[config.mk]
export PLATFORM = sky130hd
export DESIGN_NAME = acs_top
export DESIGN_NICKNAME = d
export VERILOG_FILES = /design/src/hdl/acs_pkg.sv /design/src/hdl/acs_tap_decoder.sv /design/src/hdl/acs_top.sv
export SDC_FILE = /design/constraint.sdc
export NUM_CORES = 1
export LEC_CHECK = 0
export BUFFER_PORTS_ARGS = -buffer_cell sky130_fd_sc_hd__buf_4
export CORE_ASPECT_RATIO = 1.2
export CORE_MARGIN = 2
export CORE_UTILIZATION = 50
export DETAILED_ROUTE_END_ITERATION = 10
export PLACE_DENSITY = 0.77
export SLEW_MARGIN = 10
export SYNTH_ARGS = -nofsm -noshare
export SYNTH_HDL_FRONTEND = slang
export SYNTH_SLANG_ARGS = --single-unit
export TNS_END_PERCENT = 1
[constraint.sdc]
create_clock -name core_clk -period 13.2 [get_ports core_clk]
set_clock_uncertainty 0.1 [all_clocks]
set_input_delay 0.66 -clock core_clk [delete_from_list [all_inputs] [get_ports core_clk]]
set_output_delay 0.66 -clock core_clk [all_outputs]
set_load 0.005 [all_outputs]
[src/hdl/acs_pkg.sv]
// Shared constants, types and helpers for the converter compare sequencer.
package acs_pkg;

    ////////////////////////////////////////////////////////////////////////////
    // Register bus.
    localparam int ACS_AW = 8;
    localparam int ACS_DW = 8;
    localparam logic [ACS_AW-1:0] ACS_CHAN_SEL_OFS = 8'h24;
    localparam logic [ACS_AW-1:0] ACS_MODE_SEL_OFS = 8'h25;
    localparam logic [ACS_AW-1:0] ACS_REF_VAL_OFS = 8'h26;
    localparam logic [ACS_AW-1:0] ACS_PULLDOWN_OFS = 8'h27;

    ////////////////////////////////////////////////////////////////////////////
    // Field positions of the mode selection register.
    localparam int ACS_BIT_RESULT = 0;
    localparam int ACS_BIT_STATUS = 1;
    localparam int ACS_BIT_MODE = 2;
    localparam int ACS_BIT_ZERO = 3;

    ////////////////////////////////////////////////////////////////////////////
    // Widths, reset values and codes.
    localparam int ACS_NUM_AIN = 6;
    localparam int ACS_NUM_PD = 4;
    localparam int ACS_NUM_TAPS = 256;
    localparam logic [2:0] ACS_CHAN_NONE = 3'h0;
    localparam logic [2:0] ACS_CHAN_BAD = 3'h7;
    localparam logic [ACS_NUM_PD-1:0] ACS_PULLDOWN_RESET = 4'hf;
    localparam logic [7:0] ACS_REF_RESET = 8'h00;
    localparam logic [7:0] ACS_SAR_SEED = 8'h80;
    localparam logic [ACS_NUM_TAPS-1:0] ACS_TAP_ONE = 256'h1;

    ////////////////////////////////////////////////////////////////////////////
    // Timing in instruction cycles.
    localparam logic [4:0] ACS_SW_DONE_TICKS = 5'h03;
    localparam logic [4:0] ACS_HW_BUSY_TICKS = 5'h0f;
    localparam logic [4:0] ACS_HW_DONE_TICKS = 5'h11;
    localparam logic [4:0] ACS_HW_FIRST_STEP = 5'h03;

    ////////////////////////////////////////////////////////////////////////////
    // Types.
    typedef enum logic [2:0] {
        ACS_IDLE = 3'b001,
        ACS_SW_WAIT = 3'b010,
        ACS_HW_RUN = 3'b100
    } acs_state_t;

    typedef struct packed {
        logic wr;
        logic rd;
        logic [ACS_AW-1:0] addr;
        logic [ACS_DW-1:0] wdata;
    } acs_bus_req_t;

    typedef struct packed {
        logic wdt_stack;
        logic ce;
        logic clk_stop;
    } acs_reset_evt_t;

    // Channel code to one-hot pin select; codes 0 and 7 select nothing.
    function automatic logic [ACS_NUM_AIN-1:0] acs_chan_onehot(input logic [2:0] ch);
        logic [ACS_NUM_AIN-1:0] sel;
        sel = '0;
        if (ch != ACS_CHAN_NONE && ch != ACS_CHAN_BAD)
        begin
            sel[ch - 3'h1] = 1'b1;
        end
        return sel;
    endfunction

endpackage

[src/hdl/acs_tap_decoder.sv]
// Registered one-of-256 tap decoder for the resistor-string reference.
`timescale 1ns/1ps
`default_nettype none

module acs_tap_decoder
    import acs_pkg::*;
(
    // Clock and reset.
    input wire logic core_clk,
    input wire logic rst_sync_n,
    // Reference code and the tap it selects.
    input wire logic [7:0] ref_value,
    output logic [ACS_NUM_TAPS-1:0] tap_sel
);

    always_ff @(posedge core_clk or negedge rst_sync_n)
    begin
        if (!rst_sync_n)
            tap_sel <= ACS_TAP_ONE;
        else
            tap_sel <= ACS_TAP_ONE << ref_value;
    end
endmodule

`default_nettype wire

[src/hdl/acs_top.sv]
// Compare sequencer of the 8-bit compare-type converter, with its register port.
//
// The address-and-strobe port was chosen for this implementation.
`timescale 1ns/1ps
`default_nettype none

module acs_top
    import acs_pkg::*;
(
    // Clock and reset.
    input wire logic core_clk,
    input wire logic rst_n,
    // Register port.
    input wire acs_bus_req_t bus_req,
    output logic [ACS_DW-1:0] rdata,
    // Instruction cycle pulse and secondary resets from the core.
    input wire logic instr_tick,
    input wire acs_reset_evt_t rst_evt,
    // Comparator output, high when the input is above the reference.
    input wire logic cmp_in,
    // Pin control.
    output logic [ACS_NUM_TAPS-1:0] tap_sel,
    output logic [ACS_NUM_AIN-1:0] analog_sel,
    output logic [ACS_NUM_AIN-1:0] input_force,
    output logic [ACS_NUM_PD-1:0] pulldown_en
);

    ////////////////////////////////////////////////////////////////////////////
    // Reset release and comparator synchroniser.
    logic rst_meta_reg;
    logic rst_sync_reg;
    logic cmp_meta_reg;
    logic cmp_sync_reg;

    always_ff @(posedge core_clk or negedge rst_n)
    begin
        if (!rst_n)
        begin
            rst_meta_reg <= 1'b0;
            rst_sync_reg <= 1'b0;
        end
        else
        begin
            rst_meta_reg <= 1'b1;
            rst_sync_reg <= rst_meta_reg;
        end
    end

    always_ff @(posedge core_clk or negedge rst_sync_reg)
    begin
        if (!rst_sync_reg)
        begin
            cmp_meta_reg <= 1'b0;
            cmp_sync_reg <= 1'b0;
        end
        else
        begin
            cmp_meta_reg <= cmp_in;
            cmp_sync_reg <= cmp_meta_reg;
        end
    end

    ////////////////////////////////////////////////////////////////////////////
    // Decode.
    acs_state_t state_reg;
    acs_state_t state_next;
    logic [4:0] cnt_reg;
    logic [4:0] cnt_next;
    logic [7:0] ref_reg;
    logic [7:0] ref_next;
    logic [7:0] sar_bit_reg;
    logic [7:0] sar_bit_next;
    logic mode_reg;
    logic mode_next;
    logic status_reg;
    logic status_next;
    logic result_reg;
    logic result_next;
    logic [2:0] chan_reg;
    logic [ACS_NUM_PD-1:0] pd_reg;
    logic [ACS_DW-1:0] rd_mux;

    wire wr_chan = bus_req.wr && bus_req.addr == ACS_CHAN_SEL_OFS;
    wire wr_mode = bus_req.wr && bus_req.addr == ACS_MODE_SEL_OFS;
    wire wr_ref = bus_req.wr && bus_req.addr == ACS_REF_VAL_OFS;
    wire wr_pd = bus_req.wr && bus_req.addr == ACS_PULLDOWN_OFS;
    wire hold_evt = rst_evt.ce || rst_evt.clk_stop;
    wire any_evt = rst_evt.wdt_stack || hold_evt;
    wire [4:0] cnt_p1 = cnt_reg + 5'h01;
    wire sar_step = instr_tick && cnt_p1[0] && cnt_p1 >= ACS_HW_FIRST_STEP;
    wire chan_ok = bus_req.wdata[2:0] != ACS_CHAN_BAD;
    wire [ACS_NUM_AIN-1:0] sel_next = acs_chan_onehot(chan_reg);
    wire [ACS_DW-1:0] mode_view = {4'h0, 1'b0, mode_reg, status_reg, result_reg};

    assign rd_mux = (bus_req.addr == ACS_CHAN_SEL_OFS) ? {5'h00, chan_reg} :
                    (bus_req.addr == ACS_MODE_SEL_OFS) ? mode_view :
                    (bus_req.addr == ACS_REF_VAL_OFS) ? ref_reg :
                    (bus_req.addr == ACS_PULLDOWN_OFS) ? {4'h0, pd_reg} : 8'h00;

    ////////////////////////////////////////////////////////////////////////////
    // Sequencer.
    always_comb
    begin
        state_next = state_reg;
        cnt_next = cnt_reg;
        ref_next = ref_reg;
        sar_bit_next = sar_bit_reg;
        mode_next = mode_reg;
        status_next = status_reg;
        result_next = result_reg;
        case (state_reg)
            ACS_SW_WAIT:
            begin
                if (instr_tick)
                begin
                    cnt_next = cnt_p1;
                    if (cnt_p1 == ACS_SW_DONE_TICKS)
                    begin
                        result_next = cmp_sync_reg;
                        state_next = ACS_IDLE;
                    end
                end
            end
            ACS_HW_RUN:
            begin
                if (instr_tick)
                begin
                    cnt_next = cnt_p1;
                end
                if (sar_step)
                begin
                    // Keep the trial bit only if the input is still above it.
                    ref_next = (cmp_sync_reg ? ref_reg : (ref_reg & ~sar_bit_reg)) |
                               (sar_bit_reg >> 1);
                    sar_bit_next = sar_bit_reg >> 1;
                    result_next = cmp_sync_reg;
                end
                if (instr_tick && cnt_p1 == ACS_HW_BUSY_TICKS)
                begin
                    status_next = 1'b0;
                end
                if (instr_tick && cnt_p1 == ACS_HW_DONE_TICKS)
                begin
                    state_next = ACS_IDLE;
                end
            end
            ACS_IDLE:
            begin
                cnt_next = cnt_reg;
            end
            default:
            begin
                state_next = ACS_IDLE;
            end
        endcase
        // A firmware reference write during hardware mode must not corrupt the search.
        if (wr_ref && state_reg != ACS_HW_RUN)
        begin
            ref_next = bus_req.wdata;
            if (!mode_reg)
            begin
                state_next = ACS_SW_WAIT;
                cnt_next = 5'h00;
            end
        end
        if (wr_mode)
        begin
            mode_next = bus_req.wdata[ACS_BIT_MODE];
            cnt_next = 5'h00;
            if (bus_req.wdata[ACS_BIT_MODE])
            begin
                state_next = ACS_HW_RUN;
                status_next = 1'b1;
                ref_next = ACS_SAR_SEED;
                sar_bit_next = ACS_SAR_SEED;
            end
            else
            begin
                state_next = ACS_IDLE;
                status_next = 1'b0;
            end
        end
        if (rst_evt.wdt_stack)
        begin
            state_next = ACS_IDLE;
            cnt_next = 5'h00;
            ref_next = ACS_REF_RESET;
            mode_next = 1'b0;
            status_next = 1'b0;
            result_next = 1'b0;
        end
        else if (hold_evt)
        begin
            state_next = ACS_IDLE;
            status_next = 1'b0;
            if (mode_reg)
            begin
                ref_next = ACS_REF_RESET;
            end
            if (rst_evt.ce)
            begin
                result_next = 1'b0;
            end
        end
    end

    always_ff @(posedge core_clk or negedge rst_sync_reg)
    begin
        if (!rst_sync_reg)
        begin
            state_reg <= ACS_IDLE;
            cnt_reg <= 5'h00;
            ref_reg <= ACS_REF_RESET;
            sar_bit_reg <= ACS_SAR_SEED;
            mode_reg <= 1'b0;
            status_reg <= 1'b0;
            result_reg <= 1'b0;
        end
        else
        begin
            state_reg <= state_next;
            cnt_reg <= cnt_next;
            ref_reg <= ref_next;
            sar_bit_reg <= sar_bit_next;
            mode_reg <= mode_next;
            status_reg <= status_next;
            result_reg <= result_next;
        end
    end

    ////////////////////////////////////////////////////////////////////////////
    // Pin selection and pull-downs. CE reset and clock stop leave both alone.
    wire [2:0] chan_next = rst_evt.wdt_stack ? ACS_CHAN_NONE :
                           (wr_chan && chan_ok) ? bus_req.wdata[2:0] : chan_reg;
    wire [ACS_NUM_PD-1:0] pd_next = rst_evt.wdt_stack ? ACS_PULLDOWN_RESET :
                                    wr_pd ? bus_req.wdata[ACS_NUM_PD-1:0] : pd_reg;

    always_ff @(posedge core_clk or negedge rst_sync_reg)
    begin
        if (!rst_sync_reg)
        begin
            chan_reg <= ACS_CHAN_NONE;
            pd_reg <= ACS_PULLDOWN_RESET;
            analog_sel <= '0;
            input_force <= '0;
            rdata <= 8'h00;
        end
        else
        begin
            chan_reg <= chan_next;
            pd_reg <= pd_next;
            analog_sel <= sel_next;
            input_force <= (|sel_next) ? ~sel_next : '0;
            rdata <= bus_req.rd ? rd_mux : 8'h00;
        end
    end

    // Firmware must clear the pull-down of the chosen port pin; it is not gated here.
    assign pulldown_en = pd_reg;

    acs_tap_decoder u_tap_decoder (
        .core_clk(core_clk),
        .rst_sync_n(rst_sync_reg),
        .ref_value(ref_reg),
        .tap_sel(tap_sel)
    );

    wire quiet = !wr_mode && !wr_ref && !any_evt;
endmodule

`default_nettype wire

After elaboration in Yosys (flattened, before gate mapping)
Index checks and enable logic that the tools add are counted.
Word-level totals
  bits in latches: 0
  memory bits (writable): 0
  output and inout bits: 280
  bits in registers: 314
  memories: 0
  bits in read-only memories: 0
Operators by class
  bitwise operators: 4
  shifts and indexed selects: 1
  magnitude comparators: 3
  equal/unequal tests: 13
  divide/modulo/power cells: 0
  muxes and demuxes: 57
  reductions and logical operators: 22
  multipliers: 0
  add/sub/neg operators: 2
Operator list (count)
  $shl A1 B8 Y256 const A: 1
  $mux W8: 17
  $mux W3: 11
  $eq A8 B6 Y1 const B: 4
  $mux W5: 6
  $mux W1: 15
  $logic_and A1 B1 Y1: 12
  $mux W4: 3
  $mux W6: 2
  $ne A3 B3 Y1 const B: 3
  $pmux W3 S3: 1
  $and A8 B8 Y8: 1
  $not A8 Y8: 1
  $or A8 B7 Y8: 1
  $reduce_bool A4 Y1: 2
  $not A6 Y6: 1
  $reduce_bool A2 Y1: 3
  $reduce_or A6 Y1: 1
  $add A5 B1 Y5 const B: 1
  $eq A5 B2 Y1 const B: 1
  $eq A5 B4 Y1 const B: 1
  $eq A5 B5 Y1 const B: 1
  $ge A5 B2 Y1 const B: 1
  $lt A3 B4 Y1 const B: 1
  other kinds (11): 11

Logic depth before layout (Yosys ltp)
Gate-level depths: netlist of run 1.
  depth in word-level cells: 12
  gate-level depth with buffers: 7
  mapped depth without buffers: 6

By module
A second synthesis of run 1 with hierarchy kept.
Unflattened totals
  cells, all modules: 924
  area, all modules: 11277.1 um^2
By module, submodules not included
  acs_tap_decoder: instances 1, area each 8483.1 um^2, cells each 647
  acs_top: instances 1, area each 2793.9 um^2, cells each 277

Worst setup path after synthesis of run 1
Ideal clock, no wire load.
  kind: reg2reg
  from: register cnt_reg[0]
  to: register ref_reg[5]
  clock period less this slack: 2.232 ns
  buffers on the path: 1
  stages on the path, launching flop included: 8
  arrival time: 2.006 ns
  path slack: 10.968 ns
  library setup time: 0.126 ns
  cell sequence: dfrtp_1 > ha_1 > or3_1 > o31a_1 > o31a_1 > buf_6 > and2_0 > o311a_1
Between the ends
  word-level cells in the longest chain between the ends: 11
  elaborated cells on any way between the ends: 12
RTL lines
  start: declaration: RTL line acs_top.sv:67  | logic [4:0] cnt_reg;
  start signal: assignment: RTL line acs_top.sv:222  | cnt_reg <= cnt_next;
  $add A5 B1 Y5 *: RTL line acs_top.sv:89  | wire [4:0] cnt_p1 = cnt_reg + 5'h01;
  $ge A5 B2 Y1 / $logic_and A1 B1 Y1 (equally long branches): RTL line acs_top.sv:90  | wire sar_step = instr_tick && cnt_p1[0] && cnt_p1 >= ACS_HW_FIRST_STEP;
  $logic_and A1 B1 Y1 *: RTL line acs_top.sv:90
  $mux W8 *: RTL line acs_top.sv:130  | if (sar_step)
  $mux W8 *: RTL line acs_top.sv:111  | case (state_reg)
  $mux W8 *: RTL line acs_top.sv:157  | if (wr_ref && state_reg != ACS_HW_RUN)
  $mux W8: RTL line acs_top.sv:170  | if (bus_req.wdata[ACS_BIT_MODE])
  $mux W8 *: RTL line acs_top.sv:166  | if (wr_mode)
  $mux W8: RTL line acs_top.sv:196  | if (mode_reg)
  $mux W8 *: RTL line acs_top.sv:192  | else if (hold_evt)
  $mux W8 *: RTL line acs_top.sv:183  | if (rst_evt.wdt_stack)
  named net ref_next[5]: RTL line acs_top.sv:70  | logic [7:0] ref_next;
  end signal: assignment: RTL line acs_top.sv:223  | ref_reg <= ref_next;
  end: declaration: RTL line acs_top.sv:69  | logic [7:0] ref_reg;
Mark *: on every way through the listed nets, which the timed path passes. The rest lies on a longest branch.
A chain may end at the register's enable or synchronous reset.

==> impl_results.md, run 1 <==
- Commonest non-fill, non-tap cell in the layout: buf_4
- Met3 usage: ~4.5%
- First-pass GRT wire length: between 40 and 50 mm
- Number of global-route vias before repair: roughly 7700
- Hold Crit Start: cmp_in
- Root buffer cell: clkbuf_16
- Critical Path AT: around 3.6 ns
- Status: complete, no violations
- Total negative slack: 0 ns
- CTS tree: built
- Worst-case headroom to the max-slew limit: around 30%
- Post-synthesis adder-cell area fraction: less than 1%
- Final period utilization: a little under a quarter
- EDFF count, synth: 0
- CP Capture Type: async pin
- Largest net degree at the start of global routing: ~90
- Kind of critical path: reg2async
- RSZ-0062 raised after global routing: no
- Dpl hpwl: 20.8 mm
- DIE WIDTH: around 140 um
- WHS Endpoint: cmp_meta_reg
- Die H: 164 um
- Met1 Usage GRT: between 30% and 40%
- Final WL: 29.6 mm
- Final setup fails: 0
- Worst-Margin Slew: ~1.1 ns
- Max-capacitance violation count: 0
- Peak Freq: around 320 MHz
- # DRC: 0
- Via/cell ratio: about 5.2
- Total power: 1.84 mW
- Ys async rst share: 100%
- Clock transition at path regs: about 0.060 ns
- R2R cell count: 2
- Flip-flop count of the largest register after layout: ~260
- Xor and xnor area share after synthesis: less than 1%
- Post-synth top flop: dfrtp_1
- Synth Area per Inst: approximately 12 sq um
- Input/output buffers: 304
- Area growth from synthesis to layout: 32.9%
- Combinational family with the most area after synthesis: simple AND/OR/NAND/NOR gates
- Post-Syn Instances: 903
- Share of layout cells above drive strength 1: 30.1%
- Mapped Nets: between 900 and 1000
- Drt first pass iters: 5
- Initial Utilization: roughly half
- Met2 GRT Util: 45.8%
- Final Hold Fails: 0
- CP Launch Type: flip-flop
- Flops & latches, synth: 314
- ANT nets after route: 0
- CTS H-tree depth: 1
- WL/cell: just under 20 um
- Worst Path Max Fanout: 88
- Slew Limit Fails: 0
- Die area: between 20000 and 25000 sq um
- Multiplexer share of the synthesized area: between 1 and 1.5%
- R2R setup slack: about 10 ns
- Synth Cell Area: 10600 sq um
- CORE AREA: about 21000 sq um
- Initial antenna violation count: 0
- Most frequent cells in the layout: 307 x buf_4, 306 x dfrtp_1, 304 x nor2_1, 83 x nand2_1, 29 x clkbuf_16
- Post-layout nets: 1237
- Gr ovfl total: 0
- CP required: approximately 14 ns
- Cell Rows: 58
- Reg-to-Reg End: u_tap_decoder.tap_sel[217]
- TritonCTS Buffers: 28
- Post-CTS Resized: 0
- Yosys warnings: 0
- WHS Path Cells: 1
- Post-synthesis simple-gate area fraction: around 17%
- Detailed-route via count: about 7800
- Worst vdd ir: between 0.09 and 0.1 mV
- Clk sink count: approximately 310
- I/O pins: just over 300
- WHS: between 0.1 and 0.15 ns
- Synth cell types: 46
- # diodes: 0
- Minimum clock period: 3.16 ns
- P per Cell Area: ~130 nW/um^2
- Complex-gate fraction of the synthesized area: between 4 and 5%
- Hold Crit Class: in2reg
- Iter 0 DRT Violations: roughly 570
- CTS max path bufs: 3
- Most used routing layer: met2
- GRT Resource Usage Total: 25.9%
- Largest Register: u_tap_decoder.tap_sel
- Pleak: 7.31 nW
- GPL Wtd Cong: ~0.83
- FF-to-FF Start: rst_sync_reg
- Register area share after synthesis: 74.2%
- Clk Latency, worst-skew pair: between 0.5 and 0.6 ns
routing by layer:
metal / share of wire (%) / up-vias
met5: 0 / -
met4: 4.4 / 0
met3: 7.1 / 73
met2: 53 / 359
met1: 35 / 3911
li1: - / 3480
report_power, final:
group / internal (mW) / switching, mW / leakage, nW
combinational: 0.00827 / 0.0205 / 2.47
clock: 0.489 / 0.353 / 0.479
sequential: 0.963 / 0.00531 / 4.35
total: 1.46 / 0.379 / 7.31
worst max-delay path, stage by stage, from the launching register on:
cell	delay, ns
dfrtp_4	1.11
buf_4	0.88
buf_4	0.95
stage by stage:
| stage | std cells | util (%) | worst slack [ns] | instance area, sq um |
|---|---|---|---|---|
| after CTS | 1498 | 67.5 | 9.87 | 14100 |
| after detailed placement | 1445 | 62.7 | 9.87 | 13100 |
| after floorplan | 903 | - | 3.71 | 10600 |
| after global routing | 1498 | 67.5 | 9.51 | 14100 |
| after global placement | 1445 | 62.7 | 9.96 | 13100 |
| final | 1498 | 67.5 | 10.04 | 14100 |
Yosys cell counts, types with 8 or more instances:
library cell / n / share of area (%)
inv_1: 18 / 0.64
nor3_1: 10 / 0.47
o21ai_0: 10 / 0.47
nor2_1: 304 / 11
clkbuf_1: 34 / 1.2
a21oi_1: 15 / 0.71
dfrtp_1: 307 / 72
nand2_1: 83 / 2.9
a31oi_1: 9 / 0.53
nand3_1: 12 / 0.57
and3_1: 8 / 0.47
how the worst max path moves through the flow:
stage	slack [ns]	end	from	depth (start not counted)
4_1_cts	9.87	u_tap_decoder.tap_sel[50]	rst_sync_reg	2
2_1_floorplan	3.71	analog_sel[0]	rst_sync_reg	0
5_1_grt	9.51	u_tap_decoder.tap_sel[50]	rst_sync_reg	2
3_3_place_gp	9.96	u_tap_decoder.tap_sel[146]	rst_sync_reg	2
3_5_place_dp	9.87	u_tap_decoder.tap_sel[145]	rst_sync_reg	2
6_report	10.04	u_tap_decoder.tap_sel[217]	rst_sync_reg	2
repair_timing:
| action | in CTS | in global routing |
|---|---|---|
| hold endpoints to repair | 2 | 0 |
| hold buffers | 1 | 0 |
| setup buffers | 0 | 0 |
kinds of logic after synthesis:
logic type                 after synthesis
AOI/OAI and AO/OA                       65
xor gates and xnor gates                 4
adders and majority gates                6
buffers and inverters                   53
DFF                                    314
muxes                                    9
other                                    1
and+or+nand+nor                        451
layout make-up:
type / instances / area (sq um)
Clock buffer: 41 / 851
Clock inverter: 11 / 124
Sequential cell: 314 / 7870
Tap cell: 270 / 338
Multi-Input combinational cell: 536 / 2530
Fill cell: 1515 / 6800
Timing Repair Buffer: 308 / 2310
Inverter: 18 / 67.6
Note: power is estimated with default switching activity, not from simulation.
==> inputs of run 2 (changes only) <==
==> constraint.sdc (replaced) <==
create_clock -name core_clk -period 3.2 [get_ports core_clk]
set_clock_uncertainty 0.1 [all_clocks]
set_input_delay 0.16 -clock core_clk [delete_from_list [all_inputs] [get_ports core_clk]]
set_output_delay 0.16 -clock core_clk [all_outputs]
set_load 0.005 [all_outputs]
==> run 2 against run 1 <==
Maximum frequency rose by 20%. Flip-flop and latch count did not move. Wire length rose by 0.47%. Register-to-register slack got worse by 9.5 ns. Largest power group unchanged.
==> impl_results.md, run 2 (same netlist as run 1, synthesis figures left out) <==
- Status: complete, no violations
- CORE AREA: ~21000 sq um
- GRT Resource Usage Total: 26.5%
- DIE WIDTH: between 100 and 150 um
- Final period utilization: between 80 and 90%
- CP max-delay cell: dlygate4sd3_1
- Sequential Power Share: 53.5%
- FF-to-FF Start: cnt_reg[1]
- Reg-to-Reg End: status_reg
- Kind of critical path: reg2reg
- Final Hold Fails: 0
- Worst Path Max Fanout: 7
- Final Util: around two thirds
- Placed Area: approximately 13000 sq um
- Worst-path cell chain: ha_1 -> and3_1 -> xor2_1 -> a2111oi_0 -> nand2b_1 -> o22ai_1 -> dlygate4sd3_1
- Clock transition at path regs: approximately 0.060 ns
- Hold Crit Class: in2reg
- P per Cell Area: between 500 and 600 nW/um^2
- Clk Latency, worst-skew pair: between 0.5 and 0.6 ns
- Post-layout nets: between 1000 and 1500
- First-pass GRT wire length: 44.7 mm
- Max-capacitance violation count: 0
- TritonCTS Buffers: 29
- Initial Utilization: 50.7%
- Die area: between 20000 and 25000 sq um
- Root buffer cell: clkbuf_16
- Detailed-route via count: 7845
- Pleak: between 7 and 8 nW
- Internal power: between 5 and 6 mW
- CP required: around 3.5 ns
- Gr ovfl total: 0
- Hold Crit Start: bus_req[14]
- RSZ-0062 raised after global routing: no
- Hold_buf cts: 19
- Buffers and inverters on the worst path: 1
- Largest Register: u_tap_decoder.tap_sel
- Number of global-route vias before repair: between 7000 and 8000
- CTS tree: built
- FILL cells: around 1500
- Dpl hpwl: around 21 mm
- Switching Fraction: 20.3%
- WHS Endpoint: state_reg[1]
- GPL Wtd Cong: 0.844
- I/O pins: 305
- Flip-flop count of the largest register after layout: around 260
- Largest net degree at the start of global routing: a little over 90
- Post-CTS Resized: 0
- Drt first pass iters: 4
- Fin cells: 1520
- Crit-path leading delay family: buffers and inverters
- CP Capture Type: flip-flop
- Final instance area: approximately 14000 sq um
- Cell Rows: 58
- CTS H-tree depth: 1
- # DRC: 0
- CP Launch Type: flip-flop
- Worst vdd ir: roughly 0.4 mV
- Clk sink count: around 310
- Area growth from synthesis to layout: 35.1%
- Slew Limit Fails: 0
- WHS Path Cells: 6
- Via/cell ratio: ~5.2
- # diodes: 0
- R2R cell count: 7
- Most frequent cells in the layout: 313 x buf_4, 306 x dfrtp_1, 304 x nor2_1, 83 x nand2_1, 29 x clkbuf_16
- DP Cell Count: around 1500
- Share of layout cells above drive strength 1: 29.9%
- Peak Freq: about 380 MHz
- Total power: about 7.5 mW
- WHS: 0.0509 ns
- ANT nets after route: 0
- Initial antenna violation count: 0
- CTS max path bufs: 3
- Largest stage delay on the critical path: 0.56 ns
- Final setup fails: 0
- Share of power burned in the clock network: roughly 45%
- WL/cell: ~20 um
- Critical Path AT: around 3 ns
- NetSw: around 1.5 mW
- Post-CTS setup buffer count: 0
- R2R setup slack: about 0.56 ns
- Final WL: 29.7 mm
- Input/output buffers: about 300
- Minimum clock period: around 2.6 ns
- Iter 0 DRT Violations: about 480
- Die H: approximately 160 um
- Worst-case headroom to the max-slew limit: 38.7%
- Combinational Power Share: approximately 2.0%
- Commonest non-fill, non-tap cell in the layout: buf_4
- Worst-Margin Slew: between 0.9 and 1 ns
-- run 2: changes by cell type in the layout (fill, tap and decap cells not counted), moves of 2 or more --
cell / change
buf_12: +3
buf_4: +6
clkinv_2: -2
clkinvlp_4: -2
dlygate4sd3_1: +18
-- run 2: worst max-delay path by stage --
stage / depth (start not counted) / from / endpoint / slack, ns
2_1_floorplan: 0 / rst_sync_reg / analog_sel[0] / -0.01
3_3_place_gp: 6 / cnt_reg[1] / ref_reg[0] / 0.86
3_5_place_dp: 6 / cnt_reg[1] / ref_reg[6] / 0.81
4_1_cts: 7 / cnt_reg[1] / status_reg / 0.56
5_1_grt: 7 / cnt_reg[1] / status_reg / 0.42
6_report: 7 / cnt_reg[1] / status_reg / 0.56
-- run 2: final cells by class --
| cell class | count | area (sq um) | area share [%] |
|---|---|---|---|
| Sequential cell | 314 | 7870 | 54.9 |
| Multi-Input combinational cell | 536 | 2530 | 17.7 |
| Clock inverter | 6 | 66.3 | 0.463 |
| Clock buffer | 41 | 851 | 5.94 |
| Tap cell | 270 | 338 | 2.36 |
| Timing Repair Buffer | 335 | 2600 | 18.2 |
| Inverter | 18 | 67.6 | 0.472 |
-- run 2: power by group through the flow --
stage,clock network [mW],registers (mW),logic [mW]
floorplan,0,4.11,0.0271
global placement,0,4.07,0.135
detailed placement,0,4.07,0.137
CTS,3.36,3.99,0.154
global route,3.54,3.99,0.172
finish,3.32,3.99,0.151
-- run 2: metrics by stage --
| step | setup WS (ns) | TNS (ns) |
|---|---|---|
| global route | 0.417 | 0 |
| CTS | 0.555 | 0 |
| floorplan | -0.0139 | -4.25 |
| global placement | 0.857 | 0 |
| detailed placement | 0.810 | 0 |
| finish | 0.562 | 0 |
-- run 2: routing by layer --
metal	vias up	GRT usage (%)	wire length [um]
met1	3936	31.4	10700
met2	307	48.6	16200
met4	0	10.1	1170
met3	70	3.57	1630
met5	-	0	0
li1	3532	-	-
-- run 2: worst min-delay path, delay by kind of cell --
kind / cells / cell delay [ns]
AND/OR/NAND/NOR: 5 / 0.40
buffers and inverters: 1 / 0.08
==> inputs of run 3 (changes only) <==
--- a/config.mk
+++ b/config.mk
@@ -8,9 +8,9 @@
 export BUFFER_PORTS_ARGS = -buffer_cell sky130_fd_sc_hd__buf_4
 export CORE_ASPECT_RATIO = 1.2
 export CORE_MARGIN = 2
-export CORE_UTILIZATION = 50
+export CORE_UTILIZATION = 46
 export DETAILED_ROUTE_END_ITERATION = 10
-export PLACE_DENSITY = 0.77
+export PLACE_DENSITY = 0.75
 export SLEW_MARGIN = 10
 export SYNTH_ARGS = -nofsm -noshare
 export SYNTH_HDL_FRONTEND = slang
==> constraint.sdc (replaced) <==
create_clock -name core_clk -period 2.3 [get_ports core_clk]
set_clock_uncertainty 0.1 [all_clocks]
set_input_delay 0.115 -clock core_clk [delete_from_list [all_inputs] [get_ports core_clk]]
set_output_delay 0.115 -clock core_clk [all_outputs]
set_load 0.005 [all_outputs]
==> run 3 against run 2 <==
Total power is 48% higher. Clock power grew 59%. Critical path depth is 1 lower. Maximum frequency grew 18%. Critical path type unchanged.
==> impl_results.md, run 3 (same netlist as run 1, synthesis figures left out) <==
- Gr ovfl total: 0
- WL/cell: 19.1 um
- R2R cell count: 6
- Largest net degree at the start of global routing: 62
- Crit path top cell by count: o31a_1
- Worst-Margin Slew: ~0.93 ns
- CP Capture Type: flip-flop
- Hold Crit Start: bus_req[15]
- CORE AREA: between 20000 and 25000 sq um
- Hold Crit Class: in2reg
- Area growth from synthesis to layout: 39.4%
- CP max-delay cell: dfrtp_1
- Buffers and inverters on the worst path: 1
- Worst-case headroom to the max-slew limit: approximately 37%
- Root buffer cell: clkbuf_16
- Dpl hpwl: 21.1 mm
- TritonCTS Buffers: 30
- Final WL: between 30 and 40 mm
- Commonest non-fill, non-tap cell in the layout: buf_4
- Worst Path Max Fanout: 8
- Iter 0 DRT Violations: roughly 450
- CTS H-tree depth: 1
- Input/output buffers: ~300
- Clk sink count: approximately 310
- GPL Wtd Cong: ~0.86
- Worst-path cell chain: buf_4 -> and3b_1 -> o31a_1 -> o31a_1 -> and2_1 -> o311a_1
- Final setup fails: 0
- CP Launch Type: flip-flop
- Critical path depth: 6
- Slew Limit Fails: 0
- Share of layout cells above drive strength 1: between 30% and 40%
- Drt first pass iters: 5
- Crit-path leading delay family: compound AO/OA/AOI/OAI gates
- Via/cell ratio: slightly above 5
- Initial antenna violation count: 0
- I/O pins: 305
- Worst vdd ir: approximately 0.63 mV
- WHS Path Cells: 5
- Minimum clock period: about 2.2 ns
- FF-to-FF Start: cnt_reg[0]
- Most frequent cells in the layout: 336 x buf_4, 305 x dfrtp_1, 304 x nor2_1, 83 x nand2_1, 31 x clkbuf_16
- Max-capacitance violation count: 0
- Pre-CTS setup slack: -0.0919 ns
- Clk Latency, worst-skew pair: approximately 0.54 ns
- Total power: 11.1 mW
- Final period utilization: a little over nine tenths
- CTS max path bufs: 3
- Largest stage delay on the critical path: ~0.44 ns
- Crit path launch: cnt_reg[0]
- Final Hold Fails: 0
- Initial Utilization: a little under half
- Kind of critical path: reg2reg
- Largest Register: u_tap_decoder.tap_sel
- ANT nets after route: 0
- Setup WS post-layout: ~0.07 ns
- # DRC: 0
- GRT Resource Usage Total: approximately 25%
- CP required: about 2.6 ns
- DIE WIDTH: about 140 um
- Clock transition at path regs: approximately 0.06 ns
- Detailed-route via count: 7969
- P per Cell Area: 749 nW/um^2
- Post-layout nets: between 1000 and 1500
- # diodes: 0
- First-pass GRT wire length: around 45 mm
- WHS: 0.0377 ns
- Die area: roughly 24000 sq um
- Peak Freq: between 400 and 500 MHz
- Die H: roughly 170 um
- Number of global-route vias before repair: 7924
- Critical Path AT: around 2.6 ns
- Flip-flop count of the largest register after layout: around 260
- Cell Rows: 60
- Pleak: ~7.6 nW
- CTS tree: built
- Status: complete, no violations
-- run 3: changes by cell type in the layout (fill, tap and decap cells not counted), sizes merged --
cell         change
bufinv           +4
inv              +2
clkinvlp         +3
buf             +24
dlygate4sd3      +6
-- run 3: layout make-up --
class / count / area, sq um
tap: 279 / 349
clock inverter: 15 / 229
clock buffer: 41 / 863
timing repair buffer: 365 / 2850
multi-input combinational: 536 / 2550
sequential: 314 / 7870
fill: 1702 / 7740
inverter: 18 / 67.6
-- run 3: worst paths after layout --
| path | endpoint | slack (ns) |
|---|---|---|
| setup / recovery | ref_reg[1] | 0.07 |
| hold / removal | rdata[3] | 0.04 |
| setup reg to reg | ref_reg[1] | 0.07 |
| hold reg to reg | u_tap_decoder.tap_sel[72] | 0.18 |
| max in group asynchronous | u_tap_decoder.tap_sel[168] | 1.19 |
| min in group asynchronous | u_tap_decoder.tap_sel[72] | 0.18 |
-- run 3: what timing repair did --
item / CTS / global route
hold buffers: 25 / 0
resized for setup: 2 / 3
setup endpoints to repair: 15 / 14
pin swaps: 0 / 2
setup buffers: 0 / 2
hold endpoints to repair: 37 / 0
-- run 3: metrics by stage --
stage | TNS [ns] | std cells | utilization, % | cell area, sq um
floorplan | -280.11 | 903 | - | 10600
global placement | 0 | 1485 | 59.5 | 13400
detailed placement | -0.686 | 1485 | 59.5 | 13400
CTS | 0 | 1566 | 65.5 | 14800
global route | -0.00351 | 1568 | 65.6 | 14800
finish | 0 | 1568 | 65.6 | 14800
-- run 3: per-layer routing --
metal	part of all wire (%)	GRT usage [%]
met3	5.6	3.60
met5	0	0
met1	37	28.9
met4	4.2	10.4
met2	53	44.6
-- run 3: worst register-to-register path: cells and delay by family, from the launching register on --
kind | cells | cell delay [ns]
simple gates | 2 | 0.38
buf+inv | 1 | 0.17
flops | 1 | 0.44
compound gates | 3 | 1.03
-- run 3: power breakdown --
part	switching (mW)	total [mW]	leakage (nW)	internal, mW
Clock	2.08	5.29	0.526	3.21
Combinational	0.144	0.233	2.76	0.0894
Sequential	0.0150	5.55	4.35	5.53
